File: config.mk
export PLATFORM = sky130hd
export DESIGN_NAME = acap_capture
export DESIGN_NICKNAME = d
export VERILOG_FILES = /design/src/rtl/acap_capture.v /design/src/rtl/acap_fifo.v
export VERILOG_INCLUDE_DIRS = /design/src /design/src/rtl
export SDC_FILE = /design/constraint.sdc
export NUM_CORES = 1
export LEC_CHECK = 0
export BUFFER_PORTS_ARGS = -buffer_cell sky130_fd_sc_hd__buf_2
export CAP_MARGIN = 20
export CORE_UTILIZATION = 54
export DETAILED_ROUTE_END_ITERATION = 10
export PLACE_DENSITY = 0.72
export SETUP_SLACK_MARGIN = 0.3
export SYNTH_ARGS = -nofsm -noshare
export SYNTH_HDL_FRONTEND = slang
export SYNTH_SLANG_ARGS = --single-unit
File: constraint.sdc
create_clock -name core_clk -period 3.69 [get_ports core_clk]
set_input_delay 0.369 -clock core_clk [delete_from_list [all_inputs] [get_ports core_clk]]
set_output_delay 0.369 -clock core_clk [all_outputs]
set_load 0.01 [all_outputs]
File: src/rtl/acap_consts.vh
// Constants for the sample capture block: widths, counts, depths.
// Included by the capture design file only, not by the FIFO; holds definitions only.
`ifndef ACAP_CONSTS_VH
`define ACAP_CONSTS_VH

`define ACAP_SMP_W 8
`define ACAP_UNITS 2
`define ACAP_PATHS_PER_UNIT 2
`define ACAP_LINK_W 16
`define ACAP_WORD_W 32
`define ACAP_UNIT_DW 64
`define ACAP_SLOT_W 2
`define ACAP_SLOT_FIRST 2'h0
`define ACAP_SLOT_ONE 2'h1
`define ACAP_SLOT_LAST 2'h3
`define ACAP_BSN_W 16
`define ACAP_BSN_ZERO 16'h0000
`define ACAP_BSN_ONE 16'h0001
`define ACAP_FIFO_W 81
`define ACAP_FIFO_DEPTH 4
`define ACAP_FIFO_AW 2

`endif

File: src/rtl/acap_capture.v
// Sample capture: two digitizer links, four signal paths, packed 32-bit words.
// Assumes link clocks and data are asynchronous pins, center-aligned DDR data,
// and a link clock slow enough that the core clock sees every phase.
`timescale 1ns/10ps
`default_nettype none
`include "acap_consts.vh"

module acap_capture (
  input wire core_clk,
  input wire rstn,
  input wire [`ACAP_UNITS-1:0] link_clk,
  input wire [`ACAP_UNITS*`ACAP_LINK_W-1:0] link_data,
  input wire pps,
  output wire [`ACAP_UNITS-1:0] out_valid,
  input wire [`ACAP_UNITS-1:0] out_ready,
  output wire [`ACAP_UNITS*`ACAP_UNIT_DW-1:0] out_data,
  output wire [`ACAP_UNITS-1:0] out_sync,
  output wire [`ACAP_UNITS*`ACAP_BSN_W-1:0] out_bsn,
  output wire [`ACAP_UNITS-1:0] phase_fault,
  output wire [`ACAP_UNITS-1:0] overflow
);

  // Pulse per second: one shared synchroniser so all units see one edge
  reg pps_s1_ff;
  reg pps_s2_ff;
  reg pps_s3_ff;
  wire pps_edge;

  always @(posedge core_clk) begin
    if (!rstn) begin
      pps_s1_ff <= 1'b0;
      pps_s2_ff <= 1'b0;
      pps_s3_ff <= 1'b0;
    end else begin
      pps_s1_ff <= pps;
      pps_s2_ff <= pps_s1_ff;
      pps_s3_ff <= pps_s2_ff;
    end
  end

  assign pps_edge = pps_s2_ff & ~pps_s3_ff;

  genvar u;
  generate
    for (u = 0; u < `ACAP_UNITS; u = u + 1) begin : g_unit
      reg clk_s1_ff;
      reg clk_s2_ff;
      reg clk_s3_ff;
      reg [`ACAP_LINK_W-1:0] dat_s1_ff;
      reg [`ACAP_LINK_W-1:0] dat_s2_ff;
      reg div_ff;
      reg [`ACAP_SLOT_W-1:0] slot_ff;
      reg [`ACAP_WORD_W-1:0] word_a_ff;
      reg [`ACAP_WORD_W-1:0] word_b_ff;
      reg word_done_ff;
      reg sync_pend_ff;
      reg [`ACAP_BSN_W-1:0] bsn_ff;
      reg fault_ff;
      reg ovf_ff;
      reg [`ACAP_SLOT_W-1:0] nxt_slot;
      reg nxt_store;
      reg nxt_fault;
      wire rise;
      wire fall;
      wire any_edge;
      wire in_ready;
      wire [`ACAP_FIFO_W-1:0] fifo_out;
      wire [`ACAP_SMP_W-1:0] smp_a;
      wire [`ACAP_SMP_W-1:0] smp_b;

      // Registered inputs only; a fixed two-flop path keeps the crossing delay constant
      always @(posedge core_clk) begin
        if (!rstn) begin
          clk_s1_ff <= 1'b0;
          clk_s2_ff <= 1'b0;
          clk_s3_ff <= 1'b0;
          dat_s1_ff <= {`ACAP_LINK_W{1'b0}};
          dat_s2_ff <= {`ACAP_LINK_W{1'b0}};
        end else begin
          clk_s1_ff <= link_clk[u];
          clk_s2_ff <= clk_s1_ff;
          clk_s3_ff <= clk_s2_ff;
          dat_s1_ff <= link_data[u*`ACAP_LINK_W +: `ACAP_LINK_W];
          dat_s2_ff <= dat_s1_ff;
        end
      end

      // Both link edges carry a sample
      assign rise = clk_s2_ff & ~clk_s3_ff;
      assign fall = ~clk_s2_ff & clk_s3_ff;
      assign any_edge = rise | fall;
      // Data sampled with the clock change: middle of a center-aligned eye
      assign smp_a = dat_s2_ff[`ACAP_SMP_W-1:0];
      assign smp_b = dat_s2_ff[`ACAP_LINK_W-1:`ACAP_SMP_W];

      // Slot check: even slots on rising edges, slot 0 on a rising edge with div low
      always @* begin
        nxt_slot = slot_ff;
        nxt_store = 1'b0;
        nxt_fault = 1'b0;
        if (any_edge) begin
          if ((rise == ~slot_ff[0]) && (slot_ff[0] || (div_ff == slot_ff[1]))) begin
            nxt_store = 1'b1;
            nxt_slot = slot_ff + `ACAP_SLOT_ONE;
          end else begin
            nxt_fault = 1'b1;
            if (rise && !div_ff) begin
              nxt_store = 1'b1;
              nxt_slot = `ACAP_SLOT_ONE;
            end else begin
              nxt_slot = `ACAP_SLOT_FIRST;
            end
          end
        end
      end

      always @(posedge core_clk) begin
        if (!rstn) begin
          div_ff <= 1'b0;
          slot_ff <= `ACAP_SLOT_FIRST;
          word_a_ff <= {`ACAP_WORD_W{1'b0}};
          word_b_ff <= {`ACAP_WORD_W{1'b0}};
          word_done_ff <= 1'b0;
          fault_ff <= 1'b0;
        end else begin
          if (pps_edge) begin
            // Halving and grouping restart on the same core cycle in every node
            div_ff <= 1'b0;
            slot_ff <= `ACAP_SLOT_FIRST;
          end else begin
            if (rise) begin
              div_ff <= ~div_ff;
            end
            slot_ff <= nxt_slot;
          end
          if (nxt_store && !pps_edge) begin
            // Shift down so the first sample ends in the low byte
            word_a_ff <= {smp_a, word_a_ff[`ACAP_WORD_W-1:`ACAP_SMP_W]};
            word_b_ff <= {smp_b, word_b_ff[`ACAP_WORD_W-1:`ACAP_SMP_W]};
          end
          word_done_ff <= nxt_store && !pps_edge && (slot_ff == `ACAP_SLOT_LAST);
          // Sticky; only reset clears it
          if (nxt_fault && !pps_edge) begin
            fault_ff <= 1'b1;
          end
        end
      end

      // Sequence number and sync mark, one step per word
      always @(posedge core_clk) begin
        if (!rstn) begin
          bsn_ff <= `ACAP_BSN_ZERO;
          sync_pend_ff <= 1'b0;
        end else begin
          // Set wins over the clear, so a pulse that meets a finished word
          // still marks the next one
          if (pps_edge) begin
            sync_pend_ff <= 1'b1;
          end else if (word_done_ff) begin
            sync_pend_ff <= 1'b0;
          end
          if (word_done_ff) begin
            // Dropped words still count, so gaps in the number show the loss
            if (sync_pend_ff) begin
              bsn_ff <= `ACAP_BSN_ZERO;
            end else begin
              bsn_ff <= bsn_ff + `ACAP_BSN_ONE;
            end
          end
        end
      end

      // Overflow: link cannot be stalled, so a refused word is flagged, never hidden
      always @(posedge core_clk) begin
        if (!rstn) begin
          ovf_ff <= 1'b0;
        end else if (word_done_ff && !in_ready) begin
          ovf_ff <= 1'b1;
        end
      end

      wire [`ACAP_BSN_W-1:0] word_bsn;
      assign word_bsn = sync_pend_ff ? `ACAP_BSN_ZERO : (bsn_ff + `ACAP_BSN_ONE);

      acap_fifo #(
        .WIDTH(`ACAP_FIFO_W),
        .DEPTH(`ACAP_FIFO_DEPTH),
        .AW(`ACAP_FIFO_AW)
      ) u_fifo (
        .core_clk(core_clk),
        .rstn(rstn),
        .in_valid(word_done_ff),
        .in_ready(in_ready),
        .in_data({sync_pend_ff, word_bsn, word_b_ff, word_a_ff}),
        .out_valid(out_valid[u]),
        .out_ready(out_ready[u]),
        .out_data(fifo_out)
      );

      assign out_data[u*`ACAP_UNIT_DW +: `ACAP_UNIT_DW] = fifo_out[`ACAP_UNIT_DW-1:0];
      assign out_bsn[u*`ACAP_BSN_W +: `ACAP_BSN_W] =
        fifo_out[`ACAP_UNIT_DW+`ACAP_BSN_W-1:`ACAP_UNIT_DW];
      assign out_sync[u] = fifo_out[`ACAP_FIFO_W-1];
      assign phase_fault[u] = fault_ff;
      assign overflow[u] = ovf_ff;
    end
  endgenerate

endmodule // acap_capture

`default_nettype wire

File: src/rtl/acap_fifo.v
// Small synchronous FIFO with valid/ready on both sides.
// Assumes one clock and a synchronous active-low reset.
`timescale 1ns/10ps
`default_nettype none

module acap_fifo #(
  parameter WIDTH = 8,
  parameter DEPTH = 4,
  parameter AW = 2
) (
  input wire core_clk,
  input wire rstn,
  input wire in_valid,
  output wire in_ready,
  input wire [WIDTH-1:0] in_data,
  output wire out_valid,
  input wire out_ready,
  output wire [WIDTH-1:0] out_data
);

  reg [WIDTH-1:0] mem_ff [0:DEPTH-1];
  reg [AW-1:0] wr_ptr_ff;
  reg [AW-1:0] rd_ptr_ff;
  reg [AW:0] count_ff;
  wire push;
  wire pop;

  assign in_ready = ({{(31-AW){1'b0}}, count_ff} != DEPTH);
  assign out_valid = (count_ff != {(AW+1){1'b0}});
  assign push = in_valid & in_ready;
  assign pop = out_valid & out_ready;
  // Read straight from the storage flops, no extra latency
  assign out_data = mem_ff[rd_ptr_ff];

  always @(posedge core_clk) begin
    if (push) begin
      mem_ff[wr_ptr_ff] <= in_data;
    end
  end

  always @(posedge core_clk) begin
    if (!rstn) begin
      wr_ptr_ff <= {AW{1'b0}};
      rd_ptr_ff <= {AW{1'b0}};
      count_ff <= {(AW+1){1'b0}};
    end else begin
      if (push) begin
        wr_ptr_ff <= wr_ptr_ff + {{(AW-1){1'b0}}, 1'b1};
      end
      if (pop) begin
        rd_ptr_ff <= rd_ptr_ff + {{(AW-1){1'b0}}, 1'b1};
      end
      if (push && !pop) begin
        count_ff <= count_ff + {{AW{1'b0}}, 1'b1};
      end else if (pop && !push) begin
        count_ff <= count_ff - {{AW{1'b0}}, 1'b1};
      end
    end
  end

endmodule // acap_fifo

`default_nettype wire

== Word-level counts from Yosys, hierarchy flattened ==
Memory sizes are Yosys's and may differ from the RTL's. A register that Yosys moved wholly into a read port is not among the register bits.
Cells that the tools add are included.

* Flip-flop bits (word level): 261
* Latch bits: 0
* Memory bits (writable): 648
* ROM bits: 0
* Bits of input ports: 39
* Output and inout bits: 168
* Logic and storage cells: 146
* Memories: 2

{| class="wikitable"
|+ Memory list
! memory !! words !! width !! read ports !! clocked after memory_dff !! wr ports !! RTL line !! source
|-
| g_unit[0].u_fifo.mem_ff || 4 || 81 || 1 || 1 || 1 || acap_fifo.v:21 || <nowiki>reg [WIDTH-1:0] mem_ff [0:DEPTH-1];</nowiki>
|-
| g_unit[1].u_fifo.mem_ff || 4 || 81 || 1 || 1 || 1 || acap_fifo.v:21 ||
|}

* $add $sub $neg: 12
* Multipliers: 0
* Div/mod/pow operators: 0
* $lt $le $gt $ge: 0
* Equal/unequal tests: 8
* Shift-type cells: 0
* Muxes and demuxes: 32
* Bitwise logic cells: 21
* Reductions and logical operators: 34

{| class="wikitable"
|+ Operators with widths
! operator !! number
|-
| 16-bit by 1-bit adder with 16-bit output (second input constant) || 2
|-
| 16-bit 2-to-1 mux || 2
|-
| 1-bit 2-to-1 mux || 20
|-
| 1-bit logical AND || 16
|-
| 2-bit by 1-bit adder with 2-bit output (second input constant) || 6
|-
| 2-bit 2-to-1 mux || 6
|-
| 3-bit 2-to-1 mux || 4
|-
| 1-bit inverter || 10
|-
| 1-bit bitwise AND || 9
|-
| 1-bit zero test || 9
|-
| 2-bit nonzero test || 4
|-
| 3-bit by 1-bit adder with 3-bit output (second input constant) || 2
|-
| 3-bit inequality test (second input constant) || 2
|-
| 3-bit nonzero test || 2
|-
| 3-bit by 1-bit subtractor with 3-bit output (second input constant) || 2
|-
| 1-bit == test || 4
|-
| 2-bit == test (second input constant) || 2
|-
| 1-bit logical OR || 2
|-
| 1-bit OR || 2
|-
| 2-bit OR reduction || 1
|}

== Logic depth before layout (Yosys ltp) ==
Gate-level depths: netlist of the first run.

* Word-level depth: 8
* Gate-level depth with buffers: 10
* Gate-level depth less buffers: 8

== Modules after synthesis ==
Synthesis of the first run repeated with hierarchy kept, for this count alone.

* Cells, all modules: 1906
* Area, all modules: 33902.5 µm²

{| class="wikitable"
|+ By module, submodules not included
! module !! instances !! cells an instance !! area an instance (µm²) !! sequential area each (µm²)
|-
| acap_fifo || 2 || 471 || 12248.0 || 9909.5
|-
| acap_capture || 1 || 964 || 9406.5 || 4944.7
|}

== Worst setup path after synthesis of the first run ==
No wires, ideal clock.

* Path type: register to register
* From: register g_unit[0].word_done_ff
* To: memory g_unit[0].u_fifo.mem_ff[1][0] in the netlist's numbering, enable pin
* Setup time: 448 ps
* Data arrival time: 3024 ps
* Required time: 3242 ps
* Path slack: 218 ps
* Stages on the path, launching flop included: 6
* Path buffers: 2
* Clock period less this slack: 3472 ps
* Cell sequence: dfxtp_1 buf_2 inv_1 clkbuf_1 a21oi_1 and2_1

* Longest elaborated chain between the ends: 3

{| class="wikitable"
|+ Ends and longest elaborated chain
! what !! RTL line !! source
|-
| from (decl) || acap_capture.v:55 || <nowiki>reg word_done_ff;</nowiki>
|-
| from (signal assigned) || acap_capture.v:141 || <nowiki>word_done_ff <= nxt_store && !pps_edge && (slot_ff == `ACAP_SLOT_LAST);</nowiki>
|-
| 1-bit bitwise AND || acap_fifo.v:30 || <nowiki>assign push = in_valid & in_ready;</nowiki>
|-
| net g_unit[0].u_fifo.push || acap_fifo.v:25 || <nowiki>wire push;</nowiki>
|-
| 1-bit 2-to-1 mux || acap_fifo.v:36 || <nowiki>if (push) begin</nowiki>
|-
| 1-bit 2-to-1 mux (not written as such) || acap_fifo.v:37 || <nowiki>mem_ff[wr_ptr_ff] <= in_data;</nowiki>
|-
| to (decl) || acap_fifo.v:21 ||
|}

The timed path passes the listed nets, and every way through them passes these cells.

== Worst setup path after layout of the first run ==
* From: register g_unit[0].word_done_ff
* To: register g_unit[0].u_fifo.count_ff[2]

* Longest elaborated chain between the ends: 4
* Elaborated cells between the ends (all ways): 6
* Those cells by class: 1 x mux; 1 x bitwise; 4 x reduce/logical

{| class="wikitable"
|+ Ends and longest elaborated chain
! what !! RTL line !! source
|-
| 1-bit bitwise AND * || acap_fifo.v:30 ||
|-
| net g_unit[0].u_fifo.push || acap_fifo.v:25 ||
|-
| 1-bit zero test || acap_fifo.v:55 || <nowiki>end else if (pop && !push) begin</nowiki>
|-
| 1-bit logical AND || acap_fifo.v:55 ||
|-
| 2-bit nonzero test (no source line) || n/a ||
|-
| to (signal assigned) || acap_fifo.v:45 || <nowiki>count_ff <= {(AW+1){1'b0}};</nowiki>
|-
| to (signal assigned) || acap_fifo.v:54 || <nowiki>count_ff <= count_ff + {{AW{1'b0}}, 1'b1};</nowiki>
|-
| to (signal assigned) || acap_fifo.v:56 || <nowiki>count_ff <= count_ff - {{AW{1'b0}}, 1'b1};</nowiki>
|-
| to (decl) || acap_fifo.v:24 || <nowiki>reg [AW:0] count_ff;</nowiki>
|}

Mark *: on every way through the listed nets, which the timed path passes. The rest lies on a longest branch.
A chain may end at the register's enable or synchronous reset.

==> flow_metrics.tcl, run 1 <==
set metrics [dict create \
    crit_path_start "g_unit[0].word_done_ff" \
    status "completed" \
    synth-seq-cells 913 \
    antenna_found_initial 3 \
    rows 90 \
    cts_max_level 3 \
    die_y_um 251 \
    powerDensity_nw_per_um2 549 \
    avgSynthCellArea_sq_um 17.7 \
    synth_edf_count 648 \
    rsz0062_at_grt "no" \
    r2r-start "g_unit[0].word_done_ff" \
    avgRoutedWirePerCell_um 21.3 \
    maxCapViolations 0 \
    slew_headroom 0.420 \
    async_reset_ff_frac 0 \
    cp-end-kind "flop" \
    syn_area_sq_um 33500 \
    ys_types 55 \
    grt_pass1_vias 17481 \
    rr_worst_depth 8 \
    gr-usage-all-layers 0.206 \
    hold_class "in2reg" \
    clockBufferDepth 3 \
    drtAntennaViolNets 0 \
    grt_pass1_wl_mm 99.4 \
    clock-sinks 913 \
    fin_setup_tns_ps 0 \
    areaGrowthSynthToFinish_pct 15.6 \
    crit_end "g_unit[0].u_fifo.count_ff[2]" \
    clk_pin_slew_worst_paths_ps 60 \
    cts_root_buf "clkbuf_16" \
    cts_tree "built" \
    synth_nets 1954 \
    finalCriticalPeriod_ps 2990 \
    synth_ff_type "edfxtp_1" \
    slew_violations 0 \
    synth_top_area_cell "edfxtp_1" \
    vias 16778 \
    yosysMostFrequentCell "edfxtp_1" \
    reg2reg_setup_slack_ps 700 \
    drive_above_1_share 0.252 \
    fin_worst_skew_ps 16.1 \
    setup_violations 0 \
    io_pins 207 \
    synth_area_leaders "edfxtp_1 58%, dfxtp_1 16%, mux4_2 11%" \
    ir_drop_uv 354 \
    diodes 0 \
    die_x_um 251 \
    fmax_ghz 0.334 \
    clock_latency_ps 610 \
    path_class "reg2reg" \
    yosysWarnings 0 \
    numCtsBuffers 87 \
    crit_arrival_ps 3530 \
    critPathRequiredTime_ps 4230 \
    drt_wl_total_mm 64.0 \
    via_per_inst 5.57 \
    core_area_sq_um 60800 \
    leakage_uw 0.0149 \
    tightest_slew_ps 866 \
    ys_seq_area_frac 0.739 \
    synth_top_area_share 0.580 \
    dr.pass1.iters 5 \
    gp_congestion 0.785 \
    grt_max_degree 110 \
    drc 0 \
    grt_overflow_total 0 \
    port_buffers 206 \
    start_kind "flop" \
    fin_util 0.637 \
    die_area_sq_um 63100 \
    crit_fanout 20 \
    timing.rr.end "g_unit[0].u_fifo.count_ff[2]" \
    syn_inst 1897 \
    dp_hpwl_mm 38.8 \
    start_util 0.551 \
    finalCritPeriodShare 0.812 \
    drt_iter0_markers 1024 \
    final_nets 2212 \
    hold_viol_final 0 \
    yosys-top-cells-count "648 x edfxtp_1, 265 x dfxtp_1, 183 x nand2_1, 162 x mux4_2, 148 x mux2i_1" \
]
state kept, by name, indices dropped and copies added, names as in the netlist, 4 cells and up, named ones only:
register                 flops
g_unit.u_fifo.mem_ff       648
g_unit.word_a_ff            64
g_unit.word_b_ff            64
g_unit.bsn_ff               32
g_unit.dat_s1_ff            32
g_unit.dat_s2_ff            32
g_unit.u_fifo.count_ff       6
g_unit.slot_ff               4
g_unit.u_fifo.rd_ptr_ff      4
g_unit.u_fifo.wr_ptr_ff      4
cell usage in the layout, fill, tap and decap left out, types with 8 or more instances in the layout:
master         count
a21oi_1           14
and2_1            73
and2_4             8
buf_12            16
buf_2            205
buf_4             20
clkbuf_1          28
clkbuf_16         92
clkbuf_8          17
clkinv_1           8
clkinv_2          13
dfxtp_1          261
dlygate4sd3_1     30
edfxtp_1         648
ha_1              16
inv_1             14
mux2i_1          148
mux4_2           162
nand2_1          183
nand2b_1          14
nand3_1           15
nor2_1            68
nor2b_1           24
nor3_1            10
o21ai_0            8
or3_1              8
xnor2_1           24
xor2_1            16
layer usage:
metal,track usage,vias up,share of wire
li1,-,7728,-
met1,0.289,8584,0.44
met2,0.338,370,0.49
met3,0.0303,96,0.043
met4,0.0629,0,0.020
met5,0,-,0
cell type report:
| cell class | instances | area (sq um) |
|---|---|---|
| sequential | 913 | 24800 |
| fill | 4277 | 22000 |
| multi-input combinational | 865 | 8300 |
| clock buffer | 136 | 2630 |
| timing repair buffer | 273 | 1840 |
| tap | 782 | 978 |
| clock inverter | 27 | 181 |
| inverter | 15 | 56.3 |
report_power, final:
part           internal (uW)  leakage (uW)  total (uW)  switching, uW
clock                   4970       0.00138        8580           3600
sequential             11000       0.00880       11200            214
combinational            761       0.00471        1530            767
total                  16700        0.0149       21300           4580
kinds of logic after synthesis:
logic type,count (synthesis),synth area share
DFF,913,0.739
and+or+nand+nor,441,0.0647
muxes,310,0.153
buffers and inverters,119,0.0152
AOI/OAI and AO/OA,56,0.0109
xor gates and xnor gates,40,0.0104
adders and majority gates,18,0.00716
critical path: stages (launching register included):
cell and delay [ps]:
dfxtp_1 530, inv_1 390, a21oi_1 610, ha_1 310, inv_1 60, fa_1 380, xor2_1 160, or3_1 300
a21boi_0 160
worst min-delay path by stage:
| stage | start | to | cells past startpoint |
|---|---|---|---|
| final | link_data[11] | g_unit[0].dat_s1_ff[11] | 2 |
| after global routing | link_data[9] | g_unit[0].dat_s1_ff[9] | 2 |
| after CTS | link_data[9] | g_unit[0].dat_s1_ff[9] | 2 |
| after detailed placement | pps_s1_ff | pps_s2_ff | 1 |
| after global placement | g_unit[1].dat_s1_ff[5] | g_unit[1].dat_s2_ff[5] | 1 |
| after floorplan | g_unit[0].clk_s1_ff | g_unit[0].clk_s2_ff | 1 |
per-stage QoR:
| stage | cell area, sq um | instances | hold slack [ps] | power, uW | setup slack (ps) |
|---|---|---|---|---|---|
| after floorplan | 33500 | 1897 | 412 | 12500 | 462 |
| after global placement | 35600 | 2817 | 415 | 12900 | 838 |
| after detailed placement | 35600 | 2817 | 417 | 12900 | 751 |
| after CTS | 38700 | 3010 | 2.31 | 21500 | 609 |
| after global routing | 38800 | 3011 | 31.4 | 22000 | 451 |
| final | 38800 | 3011 | 51.7 | 21300 | 695 |
what timing repair did:
| item | CTS | global route |
|---|---|---|
| endpoints found under the hold margin | 30 | 0 |
| hold buffers | 30 | 0 |
| resized for setup | 0 | 0 |
| setup buffers | 0 | 0 |
(Power assumes the default switching activity.)
==> run 2: changes to the inputs <==
==> constraint.sdc (replaced) <==
create_clock -name core_clk -period 2.56 [get_ports core_clk]
set_input_delay 0.256 -clock core_clk [delete_from_list [all_inputs] [get_ports core_clk]]
set_output_delay 0.256 -clock core_clk [all_outputs]
set_load 0.01 [all_outputs]
==> run 2 against run 1 <==
Effect of this change: combinational power grew to 2.5 times the previous value; wire length grew 9.1%; register-to-register slack lost 310 ps; cell area grew 6.2%; die area is the same; power grew 58%; utilization grew 4.0 points; hold slack gained 130 ps; largest cell class unchanged.
==> flow_metrics.tcl, run 2 (synthesized netlist as in run 1, its figures left out) <==
set metrics [dict create \
    status "completed" \
    cts_tree "built" \
    die_x_um 251 \
    total_power_uw 33600 \
    grt_max_degree 94 \
    critPathRequiredTime_ps 2300 \
    powerDensity_nw_per_um2 817 \
    slew_headroom 0.557 \
    timing.rr.end "g_unit[1].u_fifo.count_ff[2]" \
    gp_congestion 0.762 \
    drive_above_1_share 0.280 \
    core_area_sq_um 60800 \
    die_y_um 251 \
    reg2reg_setup_slack_ps 390 \
    max_stage_delay_ps 560 \
    grt_overflow_total 0 \
    cp_cell_sequence "buf_12, buf_12, buf_16, mux4_2, buf_6" \
    regMostFlops "g_unit.u_fifo.mem_ff" \
    fin_worst_skew_ps 25.2 \
    avgRoutedWirePerCell_um 22.7 \
    dp_hpwl_mm 39.4 \
    maxCapViolations 0 \
    numCtsBuffers 90 \
    cts_root_buf "clkbuf_16" \
    hold_viol_final 0 \
    finalCritPeriodShare 0.937 \
    dr.pass1.iters 5 \
    antenna_found_initial 0 \
    drc 0 \
    whs_endpoint "g_unit[1].word_a_ff[3]" \
    cp-end-kind "output port" \
    grt_pass1_wl_mm 106 \
    hold_class "in2reg" \
    via_per_inst 5.62 \
    path_class "reg2out" \
    fmax_ghz 0.417 \
    fin_setup_tns_ps 0 \
    leakage_uw 0.0156 \
    start_util 0.551 \
    setup_violations 0 \
    clock-sinks 913 \
    layout_common_cells "648 x edfxtp_1, 257 x dfxtp_1, 182 x nand2_1" \
    drtAntennaViolNets 0 \
    io_pins 207 \
    crit_fanout 8 \
    gr-usage-all-layers 0.223 \
    r2r-start "g_unit[1].u_fifo.count_ff[2]" \
    clk_pin_slew_worst_paths_ps 60 \
    largest_reg_flops 648 \
    crit_arrival_ps 2140 \
    reg_top3 "g_unit.u_fifo.mem_ff (648), g_unit.word_a_ff (64), g_unit.word_b_ff (64)" \
    start_kind "flop" \
    die_area_sq_um 63100 \
    port_buffers 206 \
    clock_latency_ps 640 \
    min_path_cells 3 \
    vias 17278 \
    rr_worst_depth 8 \
    rows 90 \
    ir_drop_uv 752 \
    hold_ws_ps 180 \
    slew_violations 0 \
    drt_iter0_markers 1123 \
    nFillCells 3904 \
    finalCriticalPeriod_ps 2400 \
    placed_cell_area_sq_um 35900 \
    grt_pass1_vias 17782 \
    fin_util 0.677 \
    drt_wl_total_mm 69.8 \
    crit_slowest_cell "mux4_2" \
    cts_max_level 3 \
    areaGrowthSynthToFinish_pct 22.8 \
    clockBufferDepth 3 \
    fin_area_sq_um 41200 \
    min-delay-start "rstn" \
    final_nets 2272 \
    rsz0062_at_grt "yes" \
    tightest_slew_ps 663 \
    layout_commonest_cell "edfxtp_1" \
    critPathMostFrequentCell "buf_12" \
]
==> run 2: report_power, final <==
part           switching (uW)  internal (uW)  total, uW
clock                    5480           8300      13800
sequential                191          15800      16000
combinational            1670           2180       3860
total                    7340          26300      33600
==> run 2: critical path: cells and delay by family, from the launching register on <==
family,cells,cell delay [ps]
buffers and inverters,4,570
muxes,1,560
DFF,1,380
==> run 2: stage by stage <==
step                cells  setup slack [ps]
floorplan            1897              95.1
global placement     2828               424
detailed placement   2828               306
CTS                  3069               112
global route         3075              80.5
finish               3076               162
==> run 2: final cells by class <==
class / count / area [sq um] / area share
Inverter: 15 / 56.3 / 0.00137
Timing Repair Buffer: 330 / 3870 / 0.0939
Tap cell: 782 / 978 / 0.0238
Clock inverter: 48 / 574 / 0.0139
Sequential cell: 913 / 24800 / 0.602
Clock buffer: 122 / 2580 / 0.0626
Multi-Input combinational cell: 865 / 8330 / 0.202
Antenna cell: 1 / 2.50 / 0.0000608
==> run 2: timing repair <==
item / in CTS / in global routing
gates resized for setup: 102 / 115
buffers inserted: 19 / 3
endpoints found under the setup margin: 150 / 156
hold endpoints to repair: 39 / 0
gates cloned: 15 / 3
hold buffers: 37 / 0
pin swaps: 0 / 0
==> run 2: how the worst max path moves through the flow <==
stage                     depth (start not counted)  slack [ps]                            end
after floorplan                                   5         100  g_unit[0].u_fifo.mem_ff[0][0]
after global placement                            8         420   g_unit[1].u_fifo.count_ff[2]
after detailed placement                          8         310   g_unit[1].u_fifo.count_ff[2]
after CTS                                         5         110                  out_data[119]
after global routing                              5          80                  out_data[119]
final                                             5         160                  out_data[119]
==> run 2: layer usage <==
layer,routed length (um),track usage,share of wire
met5,0,0,0
met4,1600,0.0721,0.023
met3,3160,0.0344,0.045
met2,34500,0.360,0.49
met1,30500,0.314,0.44
==> run 3: changes to the inputs <==
--- a/config.mk
+++ b/config.mk
@@ -10,8 +10,10 @@
 export CAP_MARGIN = 20
 export CORE_UTILIZATION = 54
 export DETAILED_ROUTE_END_ITERATION = 10
+export MAX_ROUTING_LAYER = met4
 export PLACE_DENSITY = 0.72
 export SETUP_SLACK_MARGIN = 0.3
+export SKIP_LAST_GASP = 1
 export SYNTH_ARGS = -nofsm -noshare
 export SYNTH_HDL_FRONTEND = slang
 export SYNTH_SLANG_ARGS = --single-unit
==> run 3 against run 2 <==
Effect of this change: register-to-register slack about the same; cell area unchanged; sequential share of layout area unchanged; global-route usage increased by 0.69 points; clock power about the same; cell count unchanged; first-iteration DRC count decreased by 0.27%; via count increased by 0.30%; critical endpoint unchanged; largest cell class unchanged.
==> flow_metrics.tcl, run 3 (synthesized netlist as in run 1, its figures left out) <==
set metrics [dict create \
    rsz0062_at_grt "yes" \
    leakage_uw 0.0156 \
    finalCritPeriodShare 0.937 \
    die_area_sq_um 63100 \
    grt_max_degree 94 \
    vias 17329 \
    die_y_um 251 \
    grt_overflow_total 0 \
    cp-end-kind "output port" \
    powerDensity_nw_per_um2 817 \
    tightest_slew_ps 663 \
    start_kind "flop" \
    dp_cells 2828 \
    reg_top3 "g_unit.u_fifo.mem_ff (648), g_unit.word_a_ff (64), g_unit.word_b_ff (64)" \
    drive_above_1_share 0.280 \
    cts_root_buf "clkbuf_16" \
    setup_violations 0 \
    crit_fanout 8 \
    hold_class "in2reg" \
    port_buffers 206 \
    fin_worst_skew_ps 24.2 \
    use_met2 0.360 \
    drt_iter0_markers 1120 \
    drc 0 \
    layout_commonest_cell "edfxtp_1" \
    grt_pass1_vias 17769 \
    fin_setup_tns_ps 0 \
    cts_max_level 3 \
    crit_arrival_ps 2140 \
    antenna_found_initial 0 \
    areaGrowthSynthToFinish_pct 22.8 \
    slew_headroom 0.557 \
    dpl_worst_slack_ps 306 \
    use_met3 0.0339 \
    via_per_inst 5.63 \
    grt.busiest_layer "met2" \
    cts_tree "built" \
    drt_wl_total_mm 69.7 \
    clock_latency_ps 640 \
    numCtsBuffers 90 \
    status "completed" \
    layout_common_cells "648 x edfxtp_1, 257 x dfxtp_1, 182 x nand2_1" \
    grt_pass1_wl_mm 106 \
    io_pins 207 \
    start_util 0.551 \
    finalCriticalPeriod_ps 2400 \
    clock-sinks 913 \
    fmax_ghz 0.417 \
    die_x_um 251 \
    gr-usage-all-layers 0.230 \
    avgRoutedWirePerCell_um 22.7 \
    maxCapViolations 0 \
    gp_congestion 0.772 \
    ir_drop_uv 751 \
    clockBufferDepth 3 \
    clk_pin_slew_worst_paths_ps 60 \
    fin_ws_ps 160 \
    dr.pass1.iters 5 \
    hold_viol_final 0 \
    largest_reg_flops 648 \
    slew_violations 0 \
    met1_usage 0.314 \
    rows 90 \
    drtAntennaViolNets 0 \
    path_class "reg2out" \
    hold_ws_ps 181 \
    dp_hpwl_mm 39.4 \
    critPathRequiredTime_ps 2300 \
    regMostFlops "g_unit.u_fifo.mem_ff" \
    final_nets 2272 \
    layoutNonFillerInstCount 3076 \
    core_area_sq_um 60800 \
]
run 3: power by group:
| part | total (uW) | internal, uW | leakage [uW] | switching (uW) |
|---|---|---|---|---|
| combinational | 3860 | 2180 | 0.00530 | 1670 |
| sequential | 16000 | 15800 | 0.00876 | 191 |
| clock | 13800 | 8300 | 0.00157 | 5480 |
run 3: what timing repair did:
item                       in CTS  in global routing
setup buffers                  19                  3
cloned                         15                  3
hold buffers                   37                  0
gates resized for setup       102                115
hold endpoints to repair       39                  0
setup endpoints to repair     150                156
pin swaps                       0                  0
run 3: critical path, stage by stage (launching register included):
cell,delay (ps)
dfxtp_4,380
buf_12,140
buf_12,130
buf_16,150
mux4_2,560
buf_6,150
run 3: final timing paths:
kind                                start  cells past startpoint  slack, ps                            to
min reg2reg        g_unit[0].dat_s1_ff[9]                      1        430        g_unit[0].dat_s2_ff[9]
max reg2reg  g_unit[0].u_fifo.count_ff[2]                      8        390  g_unit[0].u_fifo.count_ff[2]
min                                  rstn                      2        180       g_unit[1].dat_s1_ff[13]
max                                  flop                      5        160                 out_data[119]
run 3: per-layer routing:
layer | up-vias | wire [um] | share of wire
met2 | 429 | 34400 | 0.49
met3 | 108 | 3140 | 0.045
li1 | 7872 | - | -
met5 | - | 0 | 0
met4 | 0 | 1650 | 0.024
met1 | 8920 | 30500 | 0.44
run 3: per-stage QoR:
step,total power [uW],utilization,cell area (sq um)
2_1_floorplan,18000,-,33600
4_1_cts,33600,0.666,40500
6_report,33600,0.677,41200
3_5_place_dp,18700,0.590,35900
5_1_grt,34700,0.677,41200
3_3_place_gp,18700,0.590,35900
run 3: layout make-up:
| class | count | area, sq um |
|---|---|---|
| antenna | 1 | 2.50 |
| tap | 782 | 978 |
| multi-input combinational | 865 | 8330 |
| clock inverter | 48 | 574 |
| fill | 3904 | 19600 |
| timing repair buffer | 330 | 3870 |
| inverter | 15 | 56.3 |
| clock buffer | 122 | 2580 |
| sequential | 913 | 24800 |
